$ cat src/rtl/fbm_defs.svh
// Address map, field positions, reset values and counts of the frame buffer manager
`ifndef FBM_DEFS_SVH
`define FBM_DEFS_SVH

// ==============================================================
// Register indices (byte address = index * 4)
`define FBM_IDX_POLICY 16'h0001
`define FBM_IDX_CFG1 16'h0004
`define FBM_IDX_WINDOW 16'h0005
`define FBM_IDX_GAP 16'h0006
`define FBM_IDX_TEST 16'h0701
`define FBM_IDX_DEBUG 16'h0706

// ==============================================================
// Field positions
`define FBM_POLICY_CONT 0
`define FBM_CFG1_MASK_HI 2
`define FBM_CFG1_MASK_LO 0
`define FBM_CFG1_SEQ_EN 3
`define FBM_TEST_FORCE_BUSY 9
`define FBM_TEST_BUSY_OFF 10
`define FBM_TS_HI 10
`define FBM_TS_LO 3

// ==============================================================
// Reset values and constants
`define FBM_WINDOW_RST 16'h0002
`define FBM_GAP_RST 16'h0002
`define FBM_BC_MAX 12'hDEB
`define FBM_FLAGS_REJECT 4'h8
`define FBM_ALL_MASKED 3'h7
`define FBM_SLICE_LAST 2'h2
`define FBM_FIRE_LEAD 16'h0002

`endif

$ cat src/rtl/fbm_pkg.sv
// Types shared by the frame buffer manager modules
package fbm_pkg;

    typedef enum logic {RD_IDLE, RD_ACTIVE} read_state_t;

    typedef struct packed {
        logic meta;
        logic stable;
    } sync_state_t;

    typedef struct packed {
        logic [11:0] count;
    } counter_state_t;

    typedef struct packed {
        logic [15:0] policy;
        logic [15:0] window;
        logic [15:0] cfg1;
        logic [15:0] gap;
        logic [15:0] testCtl;
        logic wbAck;
        logic [31:0] wbDat;
        logic trigD1;
        logic strobeOn;
        logic [15:0] strobeCnt;
        logic [1:0] wp;
        logic [1:0] rp;
        logic [2:0] occupied;
        logic [2:0][7:0] sliceTs;
        logic [2:0] sliceExt;
        read_state_t rdState;
        logic busyFlag;
        logic seqRunning;
        logic gapWait;
        logic [15:0] gapCnt;
        logic [2:0] capture;
        logic [2:0] bankSel;
        logic headerValid;
        logic [7:0] headerTs;
        logic trailerValid;
        logic [3:0] trailerFlags;
        logic readoutAbort;
        logic rejectPacket;
        logic [7:0] rejectTs;
        logic [3:0] rejectFlags;
        logic busyOut;
    } fbm_state_t;

endpackage : fbm_pkg

$ cat src/rtl/level_sync.sv
// Two-stage synchroniser for a level arriving from a pin
`timescale 1ns/10ps
`default_nettype none

module level_sync (
    input wire logic core_clk,
    input wire logic reset,
    input wire logic asyncIn,
    output logic syncOut
);
    import fbm_pkg::*;

    sync_state_t r_reg;
    sync_state_t r_next;

    // First stage feeds only the second stage
    always_comb begin
        r_next = r_reg;
        r_next.meta = asyncIn;
        r_next.stable = r_reg.meta;
    end

    always_ff @(posedge core_clk) begin
        if (reset) begin
            r_reg <= '0;
        end else begin
            r_reg <= r_next;
        end
    end

    assign syncOut = r_reg.stable;

endmodule : level_sync

`default_nettype wire

$ cat src/rtl/crossing_counter.sv
// Free-running crossing counter with wrap and command clear
`timescale 1ns/10ps
`default_nettype none
`include "fbm_defs.svh"

module crossing_counter #(
    parameter logic [11:0] MAX_COUNT = `FBM_BC_MAX
) (
    input wire logic core_clk,
    input wire logic reset,
    input wire logic clearCmd,
    output logic [11:0] count
);
    import fbm_pkg::*;

    counter_state_t r_reg;
    counter_state_t r_next;

    always_comb begin
        r_next = r_reg;
        if (clearCmd) begin
            r_next.count = '0;
        end else if (r_reg.count >= MAX_COUNT) begin
            r_next.count = '0;
        end else begin
            r_next.count = r_reg.count + 12'h001;
        end
    end

    always_ff @(posedge core_clk) begin
        if (reset) begin
            r_reg <= '0;
        end else begin
            r_reg <= r_next;
        end
    end

    assign count = r_reg.count;
endmodule : crossing_counter

`default_nettype wire

$ cat src/rtl/frame_buffer_manager.sv
// Frame buffer manager: capture windows, slice rotation and Wishbone registers
//
// The Wishbone register port was left to the implementer.
`timescale 1ns/10ps
`default_nettype none
`include "fbm_defs.svh"

module frame_buffer_manager (
    input wire logic core_clk,
    input wire logic reset,
    input wire logic wbCyc,
    input wire logic wbStb,
    input wire logic wbWe,
    input wire logic [17:0] wbAdr,
    input wire logic [3:0] wbSel,
    input wire logic [31:0] wbDatW,
    output logic [31:0] wbDatR,
    output logic wbAck,
    input wire logic triggerIn,
    input wire logic crossingCounterClearCmd,
    input wire logic busyLinePin,
    input wire logic readoutDone,
    output logic [2:0] capturePulse,
    output logic [2:0] readoutBankSelect,
    output logic headerValid,
    output logic [7:0] headerTimestamp,
    output logic trailerValid,
    output logic [3:0] trailerFlags,
    output logic readoutAbort,
    output logic rejectPacket,
    output logic [7:0] rejectTimestamp,
    output logic [3:0] rejectFlags,
    output logic frameManagerBusy,
    output logic [11:0] crossingCount
);
    import fbm_pkg::*;

    // ==============================================================
    // Helpers
    function automatic logic [2:0] sliceOneHot(input logic [1:0] p);
        sliceOneHot = 3'h1 << p;
    endfunction : sliceOneHot

    // Next enabled slice after p, wrapping; stays on p if it is the only one
    function automatic logic [1:0] nextSlice(input logic [1:0] p, input logic [2:0] en);
        logic [1:0] c;
        logic found;
        nextSlice = p;
        found = 1'b0;
        c = p;
        for (int i = 0; i < 3; i++) begin
            c = (c == `FBM_SLICE_LAST) ? 2'h0 : c + 2'h1;
            if (!found && en[c]) begin
                nextSlice = c;
                found = 1'b1;
            end
        end
    endfunction : nextSlice

    function automatic logic [1:0] freeCount(input logic [2:0] occ, input logic [2:0] en);
        logic [2:0] f;
        f = en & ~occ;
        freeCount = {1'b0, f[0]} + {1'b0, f[1]} + {1'b0, f[2]};
    endfunction : freeCount

    function automatic logic [15:0] mergeWrite(input logic [15:0] old, input logic [31:0] d,
                                               input logic [3:0] sel);
        mergeWrite = {sel[1] ? d[15:8] : old[15:8], sel[0] ? d[7:0] : old[7:0]};
    endfunction : mergeWrite

    // ==============================================================
    // Submodules
    logic busySync;

    level_sync busySyncer (
        .core_clk(core_clk),
        .reset(reset),
        .asyncIn(busyLinePin),
        .syncOut(busySync)
    );

    crossing_counter #(
        .MAX_COUNT(`FBM_BC_MAX)
    ) crossingCounter (
        .core_clk(core_clk),
        .reset(reset),
        .clearCmd(crossingCounterClearCmd),
        .count(crossingCount)
    );

    // ==============================================================
    // State
    localparam fbm_state_t RESET_STATE = '{
        window: `FBM_WINDOW_RST,
        gap: `FBM_GAP_RST,
        rdState: RD_IDLE,
        default: '0
    };

    fbm_state_t r_reg;
    fbm_state_t r_next;

    logic [15:0] regIdx;
    logic [2:0] enabled;
    logic [15:0] winLen;
    logic [15:0] gapLen;
    logic continuous;
    logic forceBusy;
    logic busyEff;
    logic sliceFull;
    logic flushNow;
    logic intFire;
    logic [7:0] bcTs;

    assign regIdx = wbAdr[17:2];
    assign continuous = r_reg.policy[`FBM_POLICY_CONT];
    assign forceBusy = r_reg.testCtl[`FBM_TEST_FORCE_BUSY];
    assign busyEff = busySync & ~r_reg.testCtl[`FBM_TEST_BUSY_OFF];
    assign bcTs = crossingCount[`FBM_TS_HI:`FBM_TS_LO];
    // A zero window setting is run as a one-cycle window
    assign winLen = (r_reg.window == 16'h0000) ? 16'h0001 : r_reg.window;
    assign gapLen = r_reg.gap;
    assign enabled = (r_reg.cfg1[`FBM_CFG1_MASK_HI:`FBM_CFG1_MASK_LO] == `FBM_ALL_MASKED)
                     ? 3'h7 : ~r_reg.cfg1[`FBM_CFG1_MASK_HI:`FBM_CFG1_MASK_LO];
    assign sliceFull = r_reg.occupied[r_reg.wp] | forceBusy;
    assign flushNow = r_reg.trigD1 && !r_reg.strobeOn && !sliceFull && continuous
                      && freeCount(r_reg.occupied, enabled) == 2'h1
                      && r_reg.rdState == RD_ACTIVE;
    // Fires two cycles before the next window so that the low gap equals any setting of two or more
    assign intFire = r_reg.seqRunning && r_reg.gapWait
                     && (r_reg.gapCnt + `FBM_FIRE_LEAD >= gapLen);

    always_comb begin
        r_next = r_reg;
        r_next.wbAck = 1'b0;
        r_next.headerValid = 1'b0;
        r_next.trailerValid = 1'b0;
        r_next.readoutAbort = 1'b0;
        r_next.rejectPacket = 1'b0;

        // ==========================================================
        // Wishbone slave: one wait state, unmapped reads zero
        if (wbCyc && wbStb && !r_reg.wbAck) begin
            r_next.wbAck = 1'b1;
            unique case (regIdx)
                `FBM_IDX_POLICY: r_next.wbDat = {16'h0000, r_reg.policy};
                `FBM_IDX_CFG1: r_next.wbDat = {16'h0000, r_reg.cfg1};
                `FBM_IDX_WINDOW: r_next.wbDat = {16'h0000, r_reg.window};
                `FBM_IDX_GAP: r_next.wbDat = {16'h0000, r_reg.gap};
                `FBM_IDX_TEST: r_next.wbDat = {16'h0000, r_reg.testCtl};
                `FBM_IDX_DEBUG: r_next.wbDat = {22'h000000, r_reg.seqRunning,
                    r_reg.rdState == RD_ACTIVE, r_reg.strobeOn, r_reg.rp, r_reg.wp,
                    r_reg.occupied};
                default: r_next.wbDat = 32'h00000000;
            endcase
        end
        // Write lands at the edge where the master samples ack high
        if (wbCyc && wbStb && wbWe && r_reg.wbAck) begin
            unique case (regIdx)
                `FBM_IDX_POLICY: r_next.policy = mergeWrite(r_reg.policy, wbDatW, wbSel);
                `FBM_IDX_CFG1: r_next.cfg1 = mergeWrite(r_reg.cfg1, wbDatW, wbSel);
                `FBM_IDX_WINDOW: r_next.window = mergeWrite(r_reg.window, wbDatW, wbSel);
                `FBM_IDX_GAP: r_next.gap = mergeWrite(r_reg.gap, wbDatW, wbSel);
                `FBM_IDX_TEST: r_next.testCtl = mergeWrite(r_reg.testCtl, wbDatW, wbSel);
                default: ;
            endcase
        end

        // ==========================================================
        // Sequencer control and trigger pipeline
        if (!r_reg.cfg1[`FBM_CFG1_SEQ_EN]) begin
            r_next.seqRunning = 1'b0;
            r_next.gapWait = 1'b0;
        end else if (triggerIn && !r_reg.seqRunning) begin
            r_next.seqRunning = 1'b1;
        end
        r_next.trigD1 = triggerIn | intFire;
        if (r_reg.gapWait) begin
            r_next.gapCnt = r_reg.gapCnt + 16'h0001;
        end
        if (intFire) begin
            r_next.gapWait = 1'b0;
        end

        // ==========================================================
        // Capture windows
        if (r_reg.trigD1) begin
            if (r_reg.strobeOn) begin
                r_next.strobeCnt = '0;
                r_next.sliceExt[r_reg.wp] = 1'b1;
            end else if (sliceFull) begin
                r_next.rejectPacket = 1'b1;
                r_next.rejectTs = bcTs;
                r_next.rejectFlags = `FBM_FLAGS_REJECT;
            end else begin
                r_next.strobeOn = 1'b1;
                r_next.strobeCnt = '0;
                r_next.sliceTs[r_reg.wp] = bcTs;
                r_next.sliceExt[r_reg.wp] = 1'b0;
            end
            // An external trigger re-times a running sequence
            r_next.gapWait = 1'b0;
        end else if (r_reg.strobeOn) begin
            if (r_reg.strobeCnt + 16'h0001 >= winLen) begin
                r_next.strobeOn = 1'b0;
                r_next.occupied[r_reg.wp] = 1'b1;
                r_next.wp = nextSlice(r_reg.wp, enabled);
                r_next.gapWait = r_reg.seqRunning && r_next.seqRunning;
                r_next.gapCnt = '0;
            end else begin
                r_next.strobeCnt = r_reg.strobeCnt + 16'h0001;
            end
        end else if (!enabled[r_reg.wp]) begin
            // A new mask can leave the idle write pointer on a disabled slice
            r_next.wp = nextSlice(r_reg.wp, enabled);
        end

        // ==========================================================
        // Readout sequencing
        if (flushNow) begin
            r_next.occupied[r_reg.rp] = 1'b0;
            r_next.rp = nextSlice(r_reg.rp, enabled);
            r_next.rdState = RD_IDLE;
            r_next.readoutAbort = 1'b1;
            r_next.trailerValid = 1'b1;
            r_next.trailerFlags = {1'b0, 1'b1, r_reg.sliceExt[r_reg.rp],
                                   r_reg.busyFlag | busyEff};
        end else if (r_reg.rdState == RD_IDLE && r_reg.occupied[r_reg.rp]) begin
            r_next.rdState = RD_ACTIVE;
            r_next.headerValid = 1'b1;
            r_next.headerTs = r_reg.sliceTs[r_reg.rp];
            r_next.busyFlag = 1'b0;
        end else if (r_reg.rdState == RD_ACTIVE) begin
            if (busyEff) begin
                r_next.busyFlag = 1'b1;
            end
            if (readoutDone) begin
                r_next.occupied[r_reg.rp] = 1'b0;
                r_next.rp = nextSlice(r_reg.rp, enabled);
                r_next.rdState = RD_IDLE;
                r_next.trailerValid = 1'b1;
                r_next.trailerFlags = {1'b0, 1'b0, r_reg.sliceExt[r_reg.rp],
                                       r_reg.busyFlag | busyEff};
            end
        end else if (!r_reg.occupied[r_reg.rp] && !enabled[r_reg.rp]) begin
            // Same for the idle read pointer, so it follows the write pointer
            r_next.rp = nextSlice(r_reg.rp, enabled);
        end

        // Pointer outputs follow the next state so they line up with it
        r_next.capture = r_next.strobeOn ? sliceOneHot(r_next.wp) : 3'h0;
        r_next.bankSel = (r_next.rdState == RD_ACTIVE) ? sliceOneHot(r_next.rp) : 3'h0;
        r_next.busyOut = forceBusy | (freeCount(r_next.occupied, enabled) == 2'h0);
    end

    always_ff @(posedge core_clk) begin
        if (reset) begin
            r_reg <= RESET_STATE;
        end else begin
            r_reg <= r_next;
        end
    end

    assign wbDatR = r_reg.wbDat;
    assign wbAck = r_reg.wbAck;
    assign capturePulse = r_reg.capture;
    assign readoutBankSelect = r_reg.bankSel;
    assign headerValid = r_reg.headerValid;
    assign headerTimestamp = r_reg.headerTs;
    assign trailerValid = r_reg.trailerValid;
    assign trailerFlags = r_reg.trailerFlags;
    assign readoutAbort = r_reg.readoutAbort;
    assign rejectPacket = r_reg.rejectPacket;
    assign rejectTimestamp = r_reg.rejectTs;
    assign rejectFlags = r_reg.rejectFlags;
    assign frameManagerBusy = r_reg.busyOut;
endmodule : frame_buffer_manager

`default_nettype wire

$ cat config.mk
export PLATFORM = sky130hd
export DESIGN_NAME = frame_buffer_manager
export DESIGN_NICKNAME = d
export VERILOG_FILES = /design/src/rtl/fbm_pkg.sv /design/src/rtl/level_sync.sv /design/src/rtl/crossing_counter.sv /design/src/rtl/frame_buffer_manager.sv
export VERILOG_INCLUDE_DIRS = /design/src /design/src/rtl
export SDC_FILE = /design/constraint.sdc
export NUM_CORES = 1
export LEC_CHECK = 0
export BUFFER_PORTS_ARGS = -buffer_cell sky130_fd_sc_hd__clkbuf_2
export CAP_MARGIN = 10
export CORE_ASPECT_RATIO = 0.8
export CORE_MARGIN = 10
export CORE_UTILIZATION = 31
export DETAILED_ROUTE_END_ITERATION = 8
export PLACE_DENSITY = 0.47
export SLEW_MARGIN = 20
export SYNTH_ARGS = -nofsm -noshare
export SYNTH_HDL_FRONTEND = slang
export SYNTH_SLANG_ARGS = --single-unit
$ cat constraint.sdc
create_clock -name core_clk -period 7.2 [get_ports core_clk]
set_input_delay 2.16 -clock core_clk [delete_from_list [all_inputs] [get_ports core_clk]]
set_output_delay 2.16 -clock core_clk [all_outputs]
set_load 0.005 [all_outputs]
==> results.toml <==
[logic_synthesis]
synth.most_common_cell = "dfxtp_1"
synth_largest_area_cell = "dfxtp_1"
synth_ff_type = "dfxtp_1"
synth-seq-cells = 214
yosys.cell_types.count = 64
synth_warnings = 0
synthCells = 1258
synth_top_area_share_pct = 39.0
synth_area_per_cell_um2 = 8.74
synth_area_um2 = 11000
async_flop_share_pct = 0
yosys-top-cells-area = "dfxtp_1, mux2i_1, nor2_1"
seq_area_frac_synth_pct = 39.0
synth_commonest_cells = "dfxtp_1, nor2_1, mux2i_1"
synth_edf_count = 0

[timing]
tightest_slew_ps = 1020
hold_viol_final = 0
slew_headroom_pct = 31.9
timing.final.crit_share_pct = 67.5
fmax_mhz = 206
skew_ps = 26.9
tns_ps = 0
setup_violations = 0
rsz0062_at_grt = "false"
period_needed_ps = 4860
drv_slew = 0

[worst_setup_path]
worst_setup_path_start_kind = "flop"
max_stage_delay_ps = 650
cp_max_fo = 6
crit_chain = "ha_1, and3_1, nand3_1, nor2_1, nand4_1, xnor2_1, ha_1, and4_1, nand4_1, or4_1, a31oi_1, buf_4, a21oi_1, o21ba_2, fa_1, nor2_1, nor2_1, nor2_1"
cp.arrival_ps = 5260
r2r_cells = 18
cp.required_ps = 7600
r2r_slack_ps = 2340
cp_common_cell = "nor2_1"
timing.rr.end = "frameManagerBusy"
r2r_start = "r_reg[89]"
crit_path_top_delay_cell = "or4_1"
end_kind = "flop"
path_class = "flop to flop"

[route]
drt_iter0_drc = 514
route.detailed.drc = 0
first_pass_iters = 5
wl_per_cell_um = 17.5
routed_wirelength_um = 30900
ant_nets = 0
via_per_inst = 4.95
dr_wl_met2_um = 13800
num_vias = 8765
top_layer = "met5"
wl_met3_um = 1680
wl_met1_um = 15000

[final_layout]
multi_input_area_um2 = 5890
fin_util_pct = 35.5
n_fill_cell = 3682
drive_above_1_share_pct = 15.0
largest_reg_flops = 131
area_growth_pct = 12.5
finalNonFillerCells = 1772
regArea_um2 = 4280
fin_nets = 1383

[clock_tree]
clk_pin_slew_ps = 60
cts_root_buffer = "clkbuf_16"
clkLatencyLatePin_ps = 540
cts_buffers = 24
cts_sinks = 214
clk_path_buf_depth = 3
cts.repair.resized = 0
htree_levels = 1
cts_setup_buffers = 0
ctsHoldBuffers = 0
tritoncts = "done"

[job]
cap_violations = 0

[placed_design]
gp_congestion = 0.803
io_buffers = 102
hpwlAfterDp_um = 22400
placedCellCount = 1728

[pwr]
p_leak_nw = 5.07
power_density_nw_per_um2 = 211
vdd_drop_max_v = 0.000122

[status]
status = "finished clean"

[global_routing]
grt-ovfl-total = 0
grt_use_total_pct = 13.7
grt_pass1_wl_um = 48600
grt_pass1_vias = 8507
grt_max_degree = 72
antenna_found_initial = 2

[floorplanning]
die-area_um2 = 43500
rows = 61
die_y_um = 188
fp.dieW_um = 231
initial_core_util_pct = 31.5
core_region_area_um2 = 34900
io_pins = 143

[worst_hold_path]
hold_path.class = "flop to flop"
min_to = "busySyncer.syncOut"
worstHoldPathCells = 1
worstHoldStart = "busySyncer.r_next[0]"
-- per-layer routing --
metal  vias up  global-route usage (%)
met2       161                    21.2
met1      4174                    18.9
li1       4398                       -
met4         2                    2.45
met5         -                       0
met3        30                    3.56
-- layout make-up --
| cell class | instances | area share (%) |
|---|---|---|
| antenna | 2 | 0.0405 |
| clock buffer | 30 | 5.28 |
| clock inverter | 12 | 1.46 |
| inverter | 45 | 1.37 |
| multi-input combinational | 885 | 47.7 |
| sequential | 214 | 34.6 |
| tap | 472 | 4.78 |
| timing repair buffer | 112 | 4.79 |
-- per-stage QoR --
| step | hold WS [ps] | instance area (um^2) | setup slack, ps | total power, mW |
|---|---|---|---|---|
| floorplan | 414 | 11100 | 2850 | 1.30 |
| global placement | 424 | 11500 | 2220 | 1.34 |
| detailed placement | 433 | 11500 | 2210 | 1.34 |
| CTS | 446 | 12400 | 2360 | 2.65 |
| global route | 471 | 12400 | 2030 | 2.71 |
| finish | 438 | 12400 | 2340 | 2.62 |
-- cell usage in the layout, fill, tap and decap left out, drive strengths merged, types with 10 or more instances in the layout --
cell and n:
dfxtp 214, nor2 194, clkbuf 131, mux2i 113
nand2 72, nand3 59, a21oi 51, inv 45
ha 36, nor3 28, xnor2 27, a211oi 24
o21ai 24, xor2 23, mux2 21, conb 20
and3 15, nand4 13, a21o 13, a221oi 12
o2bb2ai 11, nor4 11, buf 11, nand2b 10
-- worst max-delay path, delay by kind of cell, from the launching register on --
kind | cells | cell delay [ps]
simple gates | 10 | 2300
fa+ha+maj | 3 | 1060
compound gates | 3 | 540
flops | 1 | 450
buf+inv | 1 | 200
xor+xnor | 1 | 170
-- worst max-delay path by stage --
stage	start	to	cells after the start	slack, ps
after floorplan	wbAdr[15]	r_reg[212]	7	2850
final	r_reg[89]	frameManagerBusy	18	2340
after detailed placement	wbAdr[4]	wbDatR[14]	6	2210
after global placement	wbAdr[4]	wbDatR[11]	6	2220
after CTS	r_reg[89]	frameManagerBusy	18	2360
after global routing	r_reg[89]	frameManagerBusy	18	2030
-- report_power, final --
| part | leakage (nW) | internal [mW] | switching [mW] |
|---|---|---|---|
| registers | 1.73 | 1.19 | 0.0101 |
| logic | 2.94 | 0.0340 | 0.0758 |
| clock network | 0.404 | 0.787 | 0.515 |
-- cell families after synthesis --
group	after synthesis	share of synthesized area [%]
other cells	1	0.0341
simple gates	444	19.3
compound gates	199	12.6
mux	134	12.4
fa+ha+maj	38	4.46
flops	214	39.0
xor+xnor	50	3.98
buf+inv	178	8.27
(Power assumes the default switching activity.)
